==> config.mk <==
export PLATFORM = sky130hd
export DESIGN_NAME = sncr_bank
export DESIGN_NICKNAME = d
export VERILOG_FILES = /design/src/sncr_pkg.sv /design/src/sncr_bank.sv
export SDC_FILE = /design/constraint.sdc
export NUM_CORES = 1
export LEC_CHECK = 0
export BUFFER_PORTS_ARGS = -buffer_cell sky130_fd_sc_hd__buf_2
export CAP_MARGIN = 25
export CORE_MARGIN = 4
export CORE_UTILIZATION = 43
export CTS_CLUSTER_DIAMETER = 80
export CTS_CLUSTER_SIZE = 20
export DETAILED_ROUTE_END_ITERATION = 16
export GPL_TIMING_DRIVEN = 0
export HOLD_SLACK_MARGIN = 0.08
export PLACE_DENSITY = 0.7
export SETUP_SLACK_MARGIN = 0.3
export SLEW_MARGIN = 5
export SYNTH_ARGS = -nofsm -noshare
export SYNTH_HDL_FRONTEND = slang
export SYNTH_SLANG_ARGS = --single-unit
==> constraint.sdc <==
create_clock -name mclk -period 4.6 [get_ports mclk]
set_input_delay 0.23 -clock mclk [delete_from_list [all_inputs] [get_ports mclk]]
set_output_delay 0.23 -clock mclk [all_outputs]
set_load 0.01 [all_outputs]
==> src/sncr_pkg.sv <==
/*
  sncr_pkg: register numbers, field positions, reset values and encodings
  for the switch node configuration register bank.
  Assumes nothing of its surroundings; imported by the bank module.
*/
package sncr_pkg;
  // register numbers, as carried in a configuration request
  localparam logic [7:0] REG_SWITCH_DESCRIPTION = 8'h01;
  localparam logic [7:0] REG_SWITCH_CONFIGURATION = 8'h04;
  localparam logic [7:0] REG_NODE_IDENTIFIER = 8'h05;
  localparam logic [7:0] REG_CLOCK_MULTIPLIER_SETTINGS = 8'h06;
  localparam logic [7:0] REG_SWITCH_CLOCK_DIVIDER = 8'h07;
  localparam logic [7:0] REG_REFERENCE_CLOCK_DIVIDER = 8'h08;
  localparam logic [7:0] REG_TEST_PORT_DEVICE_ID = 8'h09;
  localparam logic [7:0] REG_TEST_PORT_USER_CODE = 8'h0A;
  localparam logic [7:0] REG_ROUTING_DIRECTIONS_LOW = 8'h0C;
  localparam logic [7:0] REG_ROUTING_DIRECTIONS_HIGH = 8'h0D;
  localparam logic [7:0] REG_RESERVED_CONTROL_A = 8'h10;
  localparam logic [7:0] REG_RESERVED_CONTROL_B = 8'h11;
  localparam logic [7:0] REG_DEBUG_EVENT_SOURCE = 8'h1F;

  // switch configuration fields
  localparam int CFG_CTRL_LOCK_BIT = 31;
  localparam int CFG_MULT_LOCK_BIT = 8;
  localparam int CFG_HEADER_BIT = 0;

  // clock multiplier settings fields
  localparam int MUL_NO_RESET_BIT = 31;
  localparam int MUL_NO_WAIT_BIT = 30;
  localparam int MUL_BYPASS_BIT = 29;
  localparam int MUL_TAP_BOOT_BIT = 28;
  localparam int MUL_OUT_DIV_HI = 25;
  localparam int MUL_OUT_DIV_LO = 23;
  localparam int MUL_FEEDBACK_HI = 20;
  localparam int MUL_FEEDBACK_LO = 8;
  localparam int MUL_IN_DIV_HI = 6;
  localparam int MUL_IN_DIV_LO = 0;
  // writable bits of the multiplier settings word
  localparam logic [31:0] MUL_WRITE_MASK = 32'hF39FFF7F;

  // description fields
  localparam int DESC_LINKS_LO = 16;
  localparam int DESC_CORES_SW_LO = 8;
  localparam int DESC_CORES_DEV_LO = 0;
  localparam int USER_CODE_LO = 18;

  // reset values
  localparam logic [31:0] MUL_RESET = 32'h00000000;
  localparam logic [15:0] SWITCH_DIV_RESET = 16'h0000;
  localparam logic [15:0] REF_DIV_RESET = 16'h0003;
  localparam logic [15:0] NODE_ID_RESET = 16'h0000;
  localparam logic [31:0] DIRS_RESET = 32'h00000000;

  // width of a reserved-control register and of the debug source register
  localparam int RSV_BITS = 2;
  localparam int DBG_BITS = 5;
  localparam logic [31:0] DBG_WRITE_MASK = 32'h00000013;
  localparam int DIR_BITS = 4;
  localparam int ID_BITS = 16;

  // request handling states
  typedef enum logic [2:0] {
    SNCR_IDLE = 3'b001,
    SNCR_ANSWER = 3'b010,
    SNCR_RESET_TILE = 3'b100
  } sncr_state_e;

  // length of the tile reset pulse, in mclk cycles
  localparam logic [3:0] TILE_RESET_CYCLES = 4'h4;
endpackage

==> src/sncr_bank.sv <==
/*
  sncr_bank: node configuration register bank of the packet-switch node,
  with the routing decision that its direction tables steer.
  Assumes requests arrive from switch logic on mclk (no synchroniser) and
  that the requester holds a request until it sees cfg_done.
*/
// Function
// - description register reports link count, switch cores and device cores read-only.
// - control lock bit 31 set refuses writes to switch control registers.
// - multiplier lock bit 8 set blocks writes to multiplier settings.
// - configuration bit 0 picks header size: 0 two-byte, 1 one-byte.
// - writable 16-bit node identifier, reset zero, upper bits read zero.
// - accepted multiplier settings write resets the tile unless no-reset bit set.
// - multiplier write with bit 31 set skips the tile reset.
// - multiplier bit 30 set means do not wait for relock.
// - multiplier bit 29 set bypasses the clock multiplier.
// - multiplier bit 28 set forces boot through the test access port.
// - multiplier bits 25:23 hold output divider, 0 to 7.
// - multiplier bits 20:8 hold feedback ratio.
// - multiplier bits 6:0 hold input divider value.
// - switch clock divider is writable 16 bits, reset 0.
// - reference clock divider is writable 16 bits, reset 3.
// - user code register shows stored user code and fixable id read-only.
// - low table holds eight 4-bit directions for dimensions 0 to 7.
// - high table holds eight 4-bit directions for dimensions 8 to 15.
// - packet goes the direction of the highest mismatching identifier bit.
// - debug source bits 0 and 1 name core zero or one; writable.
// - registers are reached only by numbered configuration reads and writes; debug source is also loaded by core debug events.
`timescale 1ns/1ns
module sncr_bank
  import sncr_pkg::*;
#(
  parameter logic [7:0] NUM_LINKS = 8'h08,
  parameter logic [7:0] NUM_SWITCH_CORES = 8'h02,
  parameter logic [7:0] NUM_DEVICE_CORES = 8'h02,
  parameter logic [31:0] DEVICE_ID_CODE = 32'h00000001, // arbitrary value
  parameter logic [13:0] USER_CODE_OTP = 14'h0000, // arbitrary value
  parameter logic [17:0] FIXABLE_ID = 18'h00001 // arbitrary value
) (
  input wire logic mclk,
  input wire logic rst_n,
  input wire logic cfg_req,
  input wire logic cfg_write,
  input wire logic [7:0] cfg_reg_num,
  input wire logic [31:0] cfg_wdata,
  output logic cfg_done,
  output logic cfg_refused,
  output logic [31:0] cfg_rdata,
  input wire logic dbg_event_core_zero,
  input wire logic dbg_event_core_one,
  input wire logic [15:0] pkt_dest_id,
  output logic pkt_local,
  output logic [3:0] pkt_direction,
  output logic one_byte_header,
  output logic [2:0] mul_output_divider,
  output logic [12:0] mul_feedback_ratio,
  output logic [6:0] mul_input_divider,
  output logic mul_bypass,
  output logic mul_no_relock_wait,
  output logic boot_from_test_port,
  output logic [15:0] switch_clock_ratio,
  output logic [15:0] reference_clock_ratio,
  output logic tile_reset
);
  import sncr_pkg::*;

  sncr_state_e state;
  sncr_state_e next_state;
  logic [31:0] cfg_word;
  logic [15:0] node_id;
  logic [31:0] mul_word;
  logic [15:0] sw_div;
  logic [15:0] ref_div;
  logic [31:0] dirs_low;
  logic [31:0] dirs_high;
  logic [RSV_BITS-1:0] rsv_a;
  logic [RSV_BITS-1:0] rsv_b;
  logic [DBG_BITS-1:0] dbg_src;
  logic [3:0] reset_count;
  logic [31:0] next_rdata;

  // register number decode
  wire take = (state == SNCR_IDLE) && cfg_req;
  wire hit_desc = (cfg_reg_num == REG_SWITCH_DESCRIPTION);
  wire hit_cfg = (cfg_reg_num == REG_SWITCH_CONFIGURATION);
  wire hit_id = (cfg_reg_num == REG_NODE_IDENTIFIER);
  wire hit_mul = (cfg_reg_num == REG_CLOCK_MULTIPLIER_SETTINGS);
  wire hit_swd = (cfg_reg_num == REG_SWITCH_CLOCK_DIVIDER);
  wire hit_ref = (cfg_reg_num == REG_REFERENCE_CLOCK_DIVIDER);
  wire hit_dl = (cfg_reg_num == REG_ROUTING_DIRECTIONS_LOW);
  wire hit_dh = (cfg_reg_num == REG_ROUTING_DIRECTIONS_HIGH);
  wire hit_ra = (cfg_reg_num == REG_RESERVED_CONTROL_A);
  wire hit_rb = (cfg_reg_num == REG_RESERVED_CONTROL_B);
  wire hit_dbg = (cfg_reg_num == REG_DEBUG_EVENT_SOURCE);

  // write locks: the lock bit itself stays writable so software can unlock
  wire ctrl_locked = cfg_word[CFG_CTRL_LOCK_BIT];
  wire mul_locked = cfg_word[CFG_MULT_LOCK_BIT] | ctrl_locked;
  wire wr = take && cfg_write;
  wire lock_hit = ctrl_locked && (hit_id || hit_swd || hit_ref || hit_dl || hit_dh || hit_ra || hit_rb || hit_dbg);
  wire refuse = wr && ((hit_mul && mul_locked) || lock_hit);
  wire wr_ok = wr && !refuse;
  wire mul_write = wr_ok && hit_mul;
  wire start_tile_reset = mul_write && !cfg_wdata[MUL_NO_RESET_BIT];

  // read data multiplexer
  always_comb begin
    next_rdata = 32'h00000000;
    case (cfg_reg_num)
      REG_SWITCH_DESCRIPTION: next_rdata = {8'h00, NUM_LINKS, NUM_SWITCH_CORES, NUM_DEVICE_CORES};
      REG_SWITCH_CONFIGURATION: next_rdata = cfg_word;
      REG_NODE_IDENTIFIER: next_rdata = {16'h0000, node_id};
      REG_CLOCK_MULTIPLIER_SETTINGS: next_rdata = mul_word;
      REG_SWITCH_CLOCK_DIVIDER: next_rdata = {16'h0000, sw_div};
      REG_REFERENCE_CLOCK_DIVIDER: next_rdata = {16'h0000, ref_div};
      REG_TEST_PORT_DEVICE_ID: next_rdata = DEVICE_ID_CODE;
      REG_TEST_PORT_USER_CODE: next_rdata = {USER_CODE_OTP, FIXABLE_ID};
      REG_ROUTING_DIRECTIONS_LOW: next_rdata = dirs_low;
      REG_ROUTING_DIRECTIONS_HIGH: next_rdata = dirs_high;
      REG_RESERVED_CONTROL_A: next_rdata = {30'h00000000, rsv_a};
      REG_RESERVED_CONTROL_B: next_rdata = {30'h00000000, rsv_b};
      REG_DEBUG_EVENT_SOURCE: next_rdata = {27'h0000000, dbg_src};
      default: next_rdata = 32'h00000000;
    endcase
  end

  // request sequencer: one request, one answer; tile reset follows a multiplier write with bit 31 clear
  always_comb begin
    case (state)
      SNCR_IDLE: next_state = take ? SNCR_ANSWER : SNCR_IDLE;
      SNCR_ANSWER: next_state = (reset_count != 4'h0) ? SNCR_RESET_TILE : SNCR_IDLE;
      SNCR_RESET_TILE: next_state = (reset_count == 4'h1) ? SNCR_IDLE : SNCR_RESET_TILE;
      default: next_state = SNCR_IDLE;
    endcase
  end

  always_ff @(posedge mclk) begin
    if (!rst_n) begin
      state <= SNCR_IDLE;
    end else begin
      state <= next_state;
    end
  end

  // answer word and refusal flag, captured when the request is taken
  always_ff @(posedge mclk) begin
    if (!rst_n) begin
      cfg_rdata <= 32'h00000000;
      cfg_refused <= 1'b0;
    end else if (take) begin
      cfg_rdata <= cfg_write ? 32'h00000000 : next_rdata;
      cfg_refused <= refuse;
    end
  end

  assign cfg_done = (state == SNCR_ANSWER);

  // tile reset pulse counter
  always_ff @(posedge mclk) begin
    if (!rst_n) begin
      reset_count <= 4'h0;
    end else if (start_tile_reset) begin
      reset_count <= TILE_RESET_CYCLES;
    end else if (state == SNCR_RESET_TILE) begin
      reset_count <= reset_count - 4'h1;
    end
  end

  assign tile_reset = (state == SNCR_RESET_TILE);

  // configuration word: only bits 31, 8 and 0 are storage
  always_ff @(posedge mclk) begin
    if (!rst_n) begin
      cfg_word <= 32'h00000000;
    end else if (wr_ok && hit_cfg) begin
      cfg_word <= cfg_wdata & 32'h80000101;
    end
  end

  // control registers guarded by the control lock
  always_ff @(posedge mclk) begin
    if (!rst_n) begin
      node_id <= NODE_ID_RESET;
      sw_div <= SWITCH_DIV_RESET;
      ref_div <= REF_DIV_RESET;
      dirs_low <= DIRS_RESET;
      dirs_high <= DIRS_RESET;
      rsv_a <= 2'h0;
      rsv_b <= 2'h0;
    end else begin
      if (wr_ok && hit_id) node_id <= cfg_wdata[15:0];
      if (wr_ok && hit_swd) sw_div <= cfg_wdata[15:0];
      if (wr_ok && hit_ref) ref_div <= cfg_wdata[15:0];
      if (wr_ok && hit_dl) dirs_low <= cfg_wdata;
      if (wr_ok && hit_dh) dirs_high <= cfg_wdata;
      if (wr_ok && hit_ra) rsv_a <= cfg_wdata[1:0];
      if (wr_ok && hit_rb) rsv_b <= cfg_wdata[1:0];
    end
  end

  // multiplier settings; reserved bits never stored
  always_ff @(posedge mclk) begin
    if (!rst_n) begin
      mul_word <= MUL_RESET;
    end else if (mul_write) begin
      mul_word <= cfg_wdata & MUL_WRITE_MASK;
    end
  end

  // debug source: a new event wins over a software write in the same cycle
  always_ff @(posedge mclk) begin
    if (!rst_n) begin
      dbg_src <= 5'h00;
    end else if (dbg_event_core_zero || dbg_event_core_one) begin
      dbg_src <= {dbg_src[4], 2'b00, dbg_event_core_one, dbg_event_core_zero};
    end else if (wr_ok && hit_dbg) begin
      dbg_src <= cfg_wdata[4:0] & DBG_WRITE_MASK[4:0];
    end
  end

  assign one_byte_header = cfg_word[CFG_HEADER_BIT];
  assign mul_output_divider = mul_word[MUL_OUT_DIV_HI:MUL_OUT_DIV_LO];
  assign mul_feedback_ratio = mul_word[MUL_FEEDBACK_HI:MUL_FEEDBACK_LO];
  assign mul_input_divider = mul_word[MUL_IN_DIV_HI:MUL_IN_DIV_LO];
  assign mul_bypass = mul_word[MUL_BYPASS_BIT];
  assign mul_no_relock_wait = mul_word[MUL_NO_WAIT_BIT];
  assign boot_from_test_port = mul_word[MUL_TAP_BOOT_BIT];
  assign switch_clock_ratio = sw_div;
  assign reference_clock_ratio = ref_div;

  // routing: highest mismatching bit indexes the joined direction tables
  function automatic logic [4:0] top_mismatch(input logic [15:0] diff);
    logic [4:0] idx;
    idx = 5'h10;
    for (int i = 0; i < ID_BITS; i++) begin
      if (diff[i]) idx = 5'(i);
    end
    return idx;
  endfunction

  wire [15:0] id_diff = pkt_dest_id ^ node_id;
  wire [4:0] dim = top_mismatch(id_diff);
  wire [63:0] dir_table = {dirs_high, dirs_low};
  wire [3:0] dir_pick = dir_table[{dim[3:0], 2'b00} +: DIR_BITS];

  // registered decision; matched packets stay local and take no direction
  always_ff @(posedge mclk) begin
    if (!rst_n) begin
      pkt_local <= 1'b0;
      pkt_direction <= 4'h0;
    end else begin
      pkt_local <= (id_diff == 16'h0000);
      pkt_direction <= (id_diff == 16'h0000) ? 4'h0 : dir_pick;
    end
  end
endmodule // sncr_bank

==> metrics.cfg, run 1 <==
[global_routing]
grt_pass1_wl_um = 49400
grt.overflow.total = 0
grtUsageTotal_pct = 26.5
grtUsageMet1_pct = 36.1
gr-max-usage-layer = met2
gr-usage-met3_pct = 4.16
grt_pass1_vias = 8779
grt_max_degree = 17
antenna_found_initial = 0
grt_use_met2_pct = 42.7

[sta]
finalHoldViolations = 0
drv_slew = 0
setup_violations = 0
finalSetupTns_ns = 0
finClkSkew_ns = 0.00870
clock.fmax_mhz = 355
rsz0062_at_grt = no
slew_headroom_pct = 46.3
finalCritPeriodShare_pct = 61.3
period_needed_ns = 2.82
tightest_slew_ns = 0.794

[clocking]
cts_root_buf = clkbuf_16
cts_inserted_buffers = 17
path_clk_slew_ns = 0.07
worstSkewPairLatency_ns = 0.44
cts_sinks = 194
cts_buffer_depth = 2
cts_tree = yes
cts-htree-levels = 4
cts_setup_buffers = 0

[setup_path]
start_kind = flop
crit_chain = xnor2_1 > nand4_1 > o21ai_1 > nor4b_1 > and2_1 > a211oi_1 > o221ai_1
cpPeakStageDelay_ns = 0.73
rr_worst_depth = 7
worstPathRequired_ns = 4.93
crit_arrival_ns = 3.15
r2r_slack_ns = 1.78
crit_fanout = 7
criticalPathCategory = reg -> reg
cp_slowest_cell = nor4b_1
worstSetupEndpointType = flop
r2r_end = pkt_direction[0]
r2r_start = node_id[8]

[floorplan]
start_util_pct = 44.3
die_h_um = 153
rows = 52
fp.coreArea_mm2 = 0.0205
dieArea_mm2 = 0.0235
pin_count = 161
dieWidth_um = 153

[yosys]
ys_types = 57
yosysWarnings = 0
yosysMostFrequentCell = nand2_1
synth_nets = 1226
synth_cells = 1162
ys_dominant_reg_cell = dfxtp_1
yosysTopAreaCell = dfxtp_1
syn_avg_cell_area_um2 = 7.82
synth_edf_count = 0
ys_seq_area_share_pct = 42.7
synth_area_mm2 = 0.00908
synth_area_leaders = dfxtp_1 43%, nand2_1 13%, a21oi_1 11%
ys_ff_latch = 194
netlist.area_leader.share_pct = 42.7
async_reset_ff_share_pct = 0
synth_common_cells = 305 x nand2_1, 202 x a21oi_1, 194 x dfxtp_1, 94 x nor2_1, 40 x clkbuf_1

[pwr]
p_leak_nw = 4.31
powerDensity_mw_per_mm2 = 314
vdd_drop_max_uv = 280

[layout]
final_util_pct = 53.6
n_antenna_cell = 0
multi_input_area_mm2 = 0.00459
area_growth_pct = 21.0
drive_gt1_share_pct = 20.6
fill_cells = 1939
fin_nets = 1421
layout.area.seq_mm2 = 0.00388

[hold_path]
hp-start = cfg_wdata[31]
holdPathEnd = dirs_low[31]
hold_class = in -> reg
hold_depth = 3

[route]
vias = 9221
drtIter0Drc = 1063
vias_per_cell = 5.63
wl_per_cell_um = 19.6
wl_um = 32100
post-route-drc-count = 0
route.antenna.remaining_nets = 0
dr.pass1.iters = 7

[placed_design]
portBuffers = 158
gp_congestion = 0.994
hpwl_um = 23900

[outcome]
status = finished, final reports clean

[run]
cap_violations = 0

## metal layers
layer  wire [µm]  share of wire, %
met1       13700                43
met2       14700                46
met3        2780               8.6
met4         956               3.0
met5           0                 0
## placed cells by master (no fill, tap or decap), drive strengths merged, types with 6 or more instances in the layout
cell / n
xnor2: 13
a21oi: 202
a22oi: 30
mux2: 22
nor2: 95
inv: 10
xor2: 11
nand2: 308
a222oi: 15
and2: 10
dlygate4sd3: 18
dfxtp: 194
nor3: 8
nor2b: 6
o211ai: 6
buf: 227
o21ai: 11
nand3: 11
clkbuf: 59
nand2b: 7
a211oi: 15
mux2i: 33
## report_power, final
group          leakage [nW]  internal (mW)  switching (mW)
clock network         0.286          0.870           0.674
logic                  2.46         0.0723           0.156
registers              1.56           1.68         0.00275
## timing repair
action / in CTS / in global routing
hold buffers: 18 / 0
endpoints found under the hold margin: 41 / 0
gates resized for setup: 0 / 0
## flip-flops by register name, indices dropped and copies added (netlist names)
name,flops
rsv_b,2
mul_word,27
state,3
pkt_local,1
dbg_src,3
reference_clock_ratio,16
dirs_high,32
dirs_low,32
cfg_refused,1
switch_clock_ratio,16
rsv_a,2
pkt_direction,4
reset_count,4
node_id,16
cfg_word,3
cfg_rdata,32
## kinds of logic (layout without fill, tap and decap cells)
group / after synthesis / after routing / share of synthesized area, %
muxes: 56 / 56 / 6.61
DFF: 194 / 194 / 42.7
adders and majority gates: 2 / 2 / 0.275
and+or+nand+nor: 465 / 465 / 21.4
AOI/OAI and AO/OA: 305 / 305 / 19.9
buffers and inverters: 116 / 323 / 6.73
xor gates and xnor gates: 24 / 24 / 2.31
## worst max-delay path: cells and delay by family (launching register included)
family	cells	cell delay [ns]
AOI/OAI and AO/OA	3	0.92
xor gates and xnor gates	1	0.31
DFF	1	0.33
and+or+nand+nor	3	1.16
## worst max path at each step
stage	endpoint	slack (ns)	start	depth (start not counted)
4_1_cts	pkt_direction[0]	1.83	node_id[11]	7
3_5_place_dp	cfg_rdata[5]	1.73	cfg_reg_num[0]	10
2_1_floorplan	pkt_direction[0]	2.48	node_id[5]	9
3_3_place_gp	mul_word[16]	1.76	cfg_reg_num[5]	11
6_report	pkt_direction[0]	1.78	node_id[8]	7
5_1_grt	dbg_src[1]	1.65	cfg_reg_num[1]	12
## through the flow
step	instance area, µm²	std cells	worst slack, ns	power (mW)	hold WS [ns]
global route	11000	1639	1.65	3.54	0.0893
global placement	10200	1590	1.76	1.93	0.450
finish	11000	1639	1.78	3.46	0.0956
detailed placement	10200	1590	1.73	1.93	0.455
floorplan	9080	1162	2.48	1.83	0.334
CTS	11000	1639	1.83	3.46	0.0812
## layout make-up
| cell class | count | area share (%) |
|---|---|---|
| Multi-Input combinational cell | 852 | 41.8 |
| Sequential cell | 194 | 35.3 |
| Timing Repair Buffer | 176 | 8.83 |
| Buffer | 109 | 5.33 |
| Clock buffer | 19 | 4.03 |
| Tap cell | 270 | 3.07 |
| Clock inverter | 12 | 1.40 |
| Inverter | 7 | 0.239 |
No activity file was read; power rests on OpenSTA's default activity.
==> run 2: changes to the inputs <==
--- a/config.mk
+++ b/config.mk
@@ -14,7 +14,7 @@
 export DETAILED_ROUTE_END_ITERATION = 16
 export GPL_TIMING_DRIVEN = 0
 export HOLD_SLACK_MARGIN = 0.08
-export PLACE_DENSITY = 0.7
+export PLACE_DENSITY = 0.72
 export SETUP_SLACK_MARGIN = 0.3
 export SLEW_MARGIN = 5
 export SYNTH_ARGS = -nofsm -noshare
==> constraint.sdc (replaced) <==
create_clock -name mclk -period 2.3 [get_ports mclk]
set_input_delay 0.115 -clock mclk [delete_from_list [all_inputs] [get_ports mclk]]
set_output_delay 0.115 -clock mclk [all_outputs]
set_load 0.01 [all_outputs]
==> metrics.cfg, run 2 (synthesis gave the netlist of run 1 again) <==
[outcome]
status = finished with violations
violations = setup timing

[placed_design]
hpwl_um = 23800
dp_slack_ns = -0.477
portBuffers = 158
gp_congestion = 0.973
dpl.cell_count = 1590

[route]
wl_um = 34800
wl_per_cell_um = 20.6
vias_per_cell = 5.75
route.antenna.remaining_nets = 0
vias = 9734
drtIter0Drc = 920
dr.pass1.iters = 9
post-route-drc-count = 0

[sta]
layout_setup_ws_ns = -0.00634
finalHoldViolations = 0
drv_slew = 0
finalCritPeriodShare_pct = 100
setup_violations = 1
rsz0062_at_grt = yes
period_needed_ns = 2.31
finalSetupTns_ns = -0.00634
hold_slack_ns = 0.0900
finClkSkew_ns = 0.0108
tightest_slew_ns = 0.916
clock.fmax_mhz = 434
slew_headroom_pct = 38.9

[global_routing]
grt_pass1_vias = 8887
antenna_found_initial = 1
grt_max_degree = 18
grt.overflow.total = 0
grt_pass1_wl_um = 50000
grtUsageTotal_pct = 26.7

[clocking]
cts_sinks = 194
cts_buffer_depth = 2
path_clk_slew_ns = 0.07
cts_tree = yes
cts-htree-levels = 4
cts_root_buf = clkbuf_16
cts_inserted_buffers = 17
worstSkewPairLatency_ns = 0.44

[layout]
n_antenna_cell = 0
final_common_cell = nand2_1
layout_common_cells = 244 x nand2_1, 182 x dfxtp_1, 168 x buf_2
area_growth_pct = 41.3
fin_nets = 1473
fill_cells = 1708
stdcell_count = 1692
reg.largest.list = cfg_rdata x32, dirs_high x32, dirs_low x32
layout.area.seq_mm2 = 0.00390
drive_gt1_share_pct = 35.4
multi_input_area_mm2 = 0.00547

[setup_path]
worstPathRequired_ns = 2.59
r2r_slack_ns = -0.006
crit_arrival_ns = 2.59
criticalPathCategory = reg -> reg
start_kind = flop
crit_fanout = 9
worstSetupEndpointType = flop

[floorplan]
die_h_um = 153
dieWidth_um = 153
fp.coreArea_mm2 = 0.0205
rows = 52
dieArea_mm2 = 0.0235
start_util_pct = 44.3
pin_count = 161

[pwr]
p_sw_share_pct = 25.1
vdd_drop_max_uv = 479
netSwitchingPower_mw = 1.76
p_leak_nw = 4.95
p_clk_share_pct = 43.4
combPwrFrac_pct = 8.5
p_int_mw = 5.25
p_total_mw = 7.01
powerDensity_mw_per_mm2 = 546
p_seq_share_pct = 48.0

[hold_path]
hold_class = in -> reg

[run]
cap_violations = 0

run 2: layer usage:
metal / part of all wire (%) / vias up / track usage (%) / wire length [µm]
met2: 46 / 537 / 41.9 / 16200
met4: 3.7 / 2 / 10.3 / 1300
met5: 0.032 / - / 0 / 11
met1: 41 / 4633 / 36.4 / 14200
met3: 9.1 / 96 / 5.23 / 3190
li1: - / 4466 / - / -
run 2: per-stage QoR:
step / util, % / area (µm²)
after CTS: 56.8 / 11600
after detailed placement: 50.1 / 10300
final: 62.6 / 12800
after floorplan: - / 9130
after global placement: 50.1 / 10300
after global routing: 62.6 / 12800
run 2: layout make-up:
cell class | count | area share [%]
plain buffers | 109 | 6.98
multi-input cells | 852 | 42.6
inverters | 7 | 0.205
clock buffers | 19 | 3.45
flip-flops and latches | 194 | 30.4
repair buffers | 228 | 12.6
well taps | 270 | 2.63
clock inverters | 13 | 1.16
run 2: timing repair:
| action | CTS | global route |
|---|---|---|
| buffers inserted | 17 | 11 |
| pin swaps | 15 | 89 |
| cloned | 2 | 7 |
| hold buffers | 33 | 0 |
| setup endpoints to repair | 188 | 145 |
| gates resized for setup | 74 | 267 |
| hold endpoints to repair | 133 | 0 |
run 2: final timing paths:
check / startpoint / end / cells after the start
max: node_id[2] / pkt_direction[1] / 9
min: pkt_dest_id[1] / pkt_local / 4
max reg2reg: node_id[2] / pkt_direction[1] / 9
min reg2reg: switch_clock_ratio[2] / switch_clock_ratio[2] / 2
run 2: power groups by stage:
stage          combinational, mW  clock (mW)  sequential (mW)
6_report                   0.598        3.04             3.37
5_1_grt                    0.628        3.18             3.37
4_1_cts                    0.533        3.04             3.37
3_5_place_dp               0.426           0             3.45
3_3_place_gp               0.423           0             3.45
2_1_floorplan              0.223           0             3.45
run 2: critical path: stages, from the launching register on:
cell      delay [ns]
dfxtp_2         0.37
xor2_2          0.20
o211ai_1        0.13
a211oi_2        0.29
nand2b_4        0.18
buf_12          0.15
buf_8           0.13
mux2_2          0.32
o211ai_1        0.19
o221ai_1        0.17
==> run 3: changes to the inputs <==
--- a/config.mk
+++ b/config.mk
@@ -5,16 +5,16 @@
 export SDC_FILE = /design/constraint.sdc
 export NUM_CORES = 1
 export LEC_CHECK = 0
-export BUFFER_PORTS_ARGS = -buffer_cell sky130_fd_sc_hd__buf_2
 export CAP_MARGIN = 25
 export CORE_MARGIN = 4
 export CORE_UTILIZATION = 43
 export CTS_CLUSTER_DIAMETER = 80
 export CTS_CLUSTER_SIZE = 20
 export DETAILED_ROUTE_END_ITERATION = 16
+export DONT_BUFFER_PORTS = 1
 export GPL_TIMING_DRIVEN = 0
 export HOLD_SLACK_MARGIN = 0.08
-export PLACE_DENSITY = 0.72
+export PLACE_DENSITY = 0.66
 export SETUP_SLACK_MARGIN = 0.3
 export SLEW_MARGIN = 5
 export SYNTH_ARGS = -nofsm -noshare
==> metrics.cfg, run 3 (synthesis gave the netlist of run 1 again) <==
[placed_design]
portBuffers = 0
hpwl_um = 23700
gp_congestion = 0.949
dp_slack_ns = -0.480
placed_area_mm2 = 0.00947

[setup_path]
crit_arrival_ns = 2.71
r2r_slack_ns = -0.10
criticalPathCategory = reg -> reg
worstSetupEndpointType = flop
crit_end = pkt_direction[1]
worstPathRequired_ns = 2.61
r2r_start = node_id[9]
crit_path_frequent_cell = a211oi_2
rr_worst_depth = 9
crit_fanout = 10
cp-startpoint = node_id[9]
cp_slowest_cell = dfxtp_2
r2r_end = pkt_direction[1]
start_kind = flop
cpPeakStageDelay_ns = 0.35
crit_chain = xnor2_2 > a211oi_1 > a211oi_2 > buf_4 > clkbuf_4 > mux2i_1 > o21ai_1 > a211oi_2 > o221ai_2

[sta]
layout_setup_ws_ns = -0.101
finClkSkew_ns = 0.00774
hold_slack_ns = -0.0310
setup_violations = 4
drv_slew = 0
finalHoldViolations = 1
finalSetupTns_ns = -0.320
tightest_slew_ns = 1.03
finalCritPeriodShare_pct = 104
clock.fmax_mhz = 416
period_needed_ns = 2.40
slew_headroom_pct = 31.6
rsz0062_at_grt = yes

[route]
post-route-drc-count = 0
route.antenna.remaining_nets = 0
wl_per_cell_um = 24.8
drtIter0Drc = 1299
wl_um = 38800
vias = 9775
vias_per_cell = 6.25
dr.pass1.iters = 8

[layout]
reg.largest.list = cfg_rdata x32, dirs_high x32, dirs_low x32
final_common_cell = dfxtp_1
layout_common_cells = 181 x dfxtp_1, 151 x nand2_1, 121 x a21oi_2
drive_gt1_share_pct = 41.9
fill_cells = 1501
final_util_pct = 65.5
area_growth_pct = 47.8
fin_nets = 1344
final_cell_area_mm2 = 0.0134
n_antenna_cell = 0

[global_routing]
grt_pass1_vias = 8392
antenna_found_initial = 0
grt_pass1_wl_um = 50200
grt.overflow.total = 0
grtUsageTotal_pct = 27.2
grt_max_degree = 19

[floorplan]
dieArea_mm2 = 0.0235
die_h_um = 153
rows = 52
start_util_pct = 44.3
fp.coreArea_mm2 = 0.0205
dieWidth_um = 153
pin_count = 161

[outcome]
status = finished with violations
violations = hold timing, setup timing

[hold_path]
hold_class = in -> reg

[pwr]
p_leak_nw = 4.68
powerDensity_mw_per_mm2 = 515
vdd_drop_max_uv = 443
p_total_mw = 6.91

[clocking]
worstSkewPairLatency_ns = 0.45
cts_buffer_depth = 2
cts_sinks = 194
cts_inserted_buffers = 17
cts_tree = yes
cts-htree-levels = 4
cts_root_buf = clkbuf_16
path_clk_slew_ns = 0.07

[run]
cap_violations = 0

[run 3: cell count changes in the layout (fill, tap and decap cells not counted), moves of 9 or more]
cell / delta
a21oi_1: -64
a21oi_2: +64
buf_2: -162
clkbuf_16: +9
nand2_1: -93
nand2_2: +34
nand2_4: +56
[run 3: routing by layer]
metal,wire (µm),global-route usage [%],vias to the layer above
met1,14500,35.9,4663
met5,0,0,-
met2,17600,43.4,703
met3,4570,7.61,188
li1,-,-,4221
met4,2100,8.83,0
[run 3: through the flow]
| step | hold slack, ns | cells |
|---|---|---|
| 2_1_floorplan | 0.219 | 1162 |
| 3_3_place_gp | 0.223 | 1432 |
| 3_5_place_dp | 0.225 | 1432 |
| 4_1_cts | -0.0440 | 1524 |
| 5_1_grt | -0.0307 | 1563 |
| 6_report | -0.0310 | 1563 |
[run 3: layout make-up]
class                           instances  area (µm²)  share of cell area [%]
Inverter                                7        26.3                   0.196
Tap cell                              270         338                    2.52
Sequential cell                       194        3910                    29.1
Clock buffer                           18         439                    3.27
Timing Repair Buffer                   99        1320                    9.80
Buffer                                109         962                    7.17
Clock inverter                         14         125                   0.932
Multi-Input combinational cell        852        6310                    47.0
[run 3: repair_timing]
item                                   in CTS  in global routing
endpoints found under the hold margin     137                  1
gates resized for setup                    88                517
gates cloned                                8                 16
hold buffers                               34                  1
setup endpoints to repair                 178                155
pin swaps                                  22                186
setup buffers                              18                 22
[run 3: power by group]
part	switching (mW)	internal, mW
clock	1.49	1.45
sequential	0.00675	3.36
combinational	0.381	0.222
[run 3: critical path: cells and delay by family, from the launching register on]
family / cells / cell delay, ns
flops: 1 / 0.35
buf+inv: 2 / 0.39
xor+xnor: 1 / 0.23
mux: 1 / 0.35
compound gates: 5 / 0.94
[run 3: worst min-delay path by stage]
| stage | startpoint | to | depth (start not counted) |
|---|---|---|---|
| 3_5_place_dp | dbg_event_core_one | dbg_src[0] | 1 |
| 2_1_floorplan | dbg_event_core_one | dbg_src[0] | 1 |
| 5_1_grt | pkt_dest_id[1] | pkt_local | 3 |
| 6_report | pkt_dest_id[1] | pkt_local | 3 |
| 4_1_cts | pkt_dest_id[1] | pkt_local | 3 |
| 3_3_place_gp | dbg_event_core_zero | dbg_src[1] | 1 |
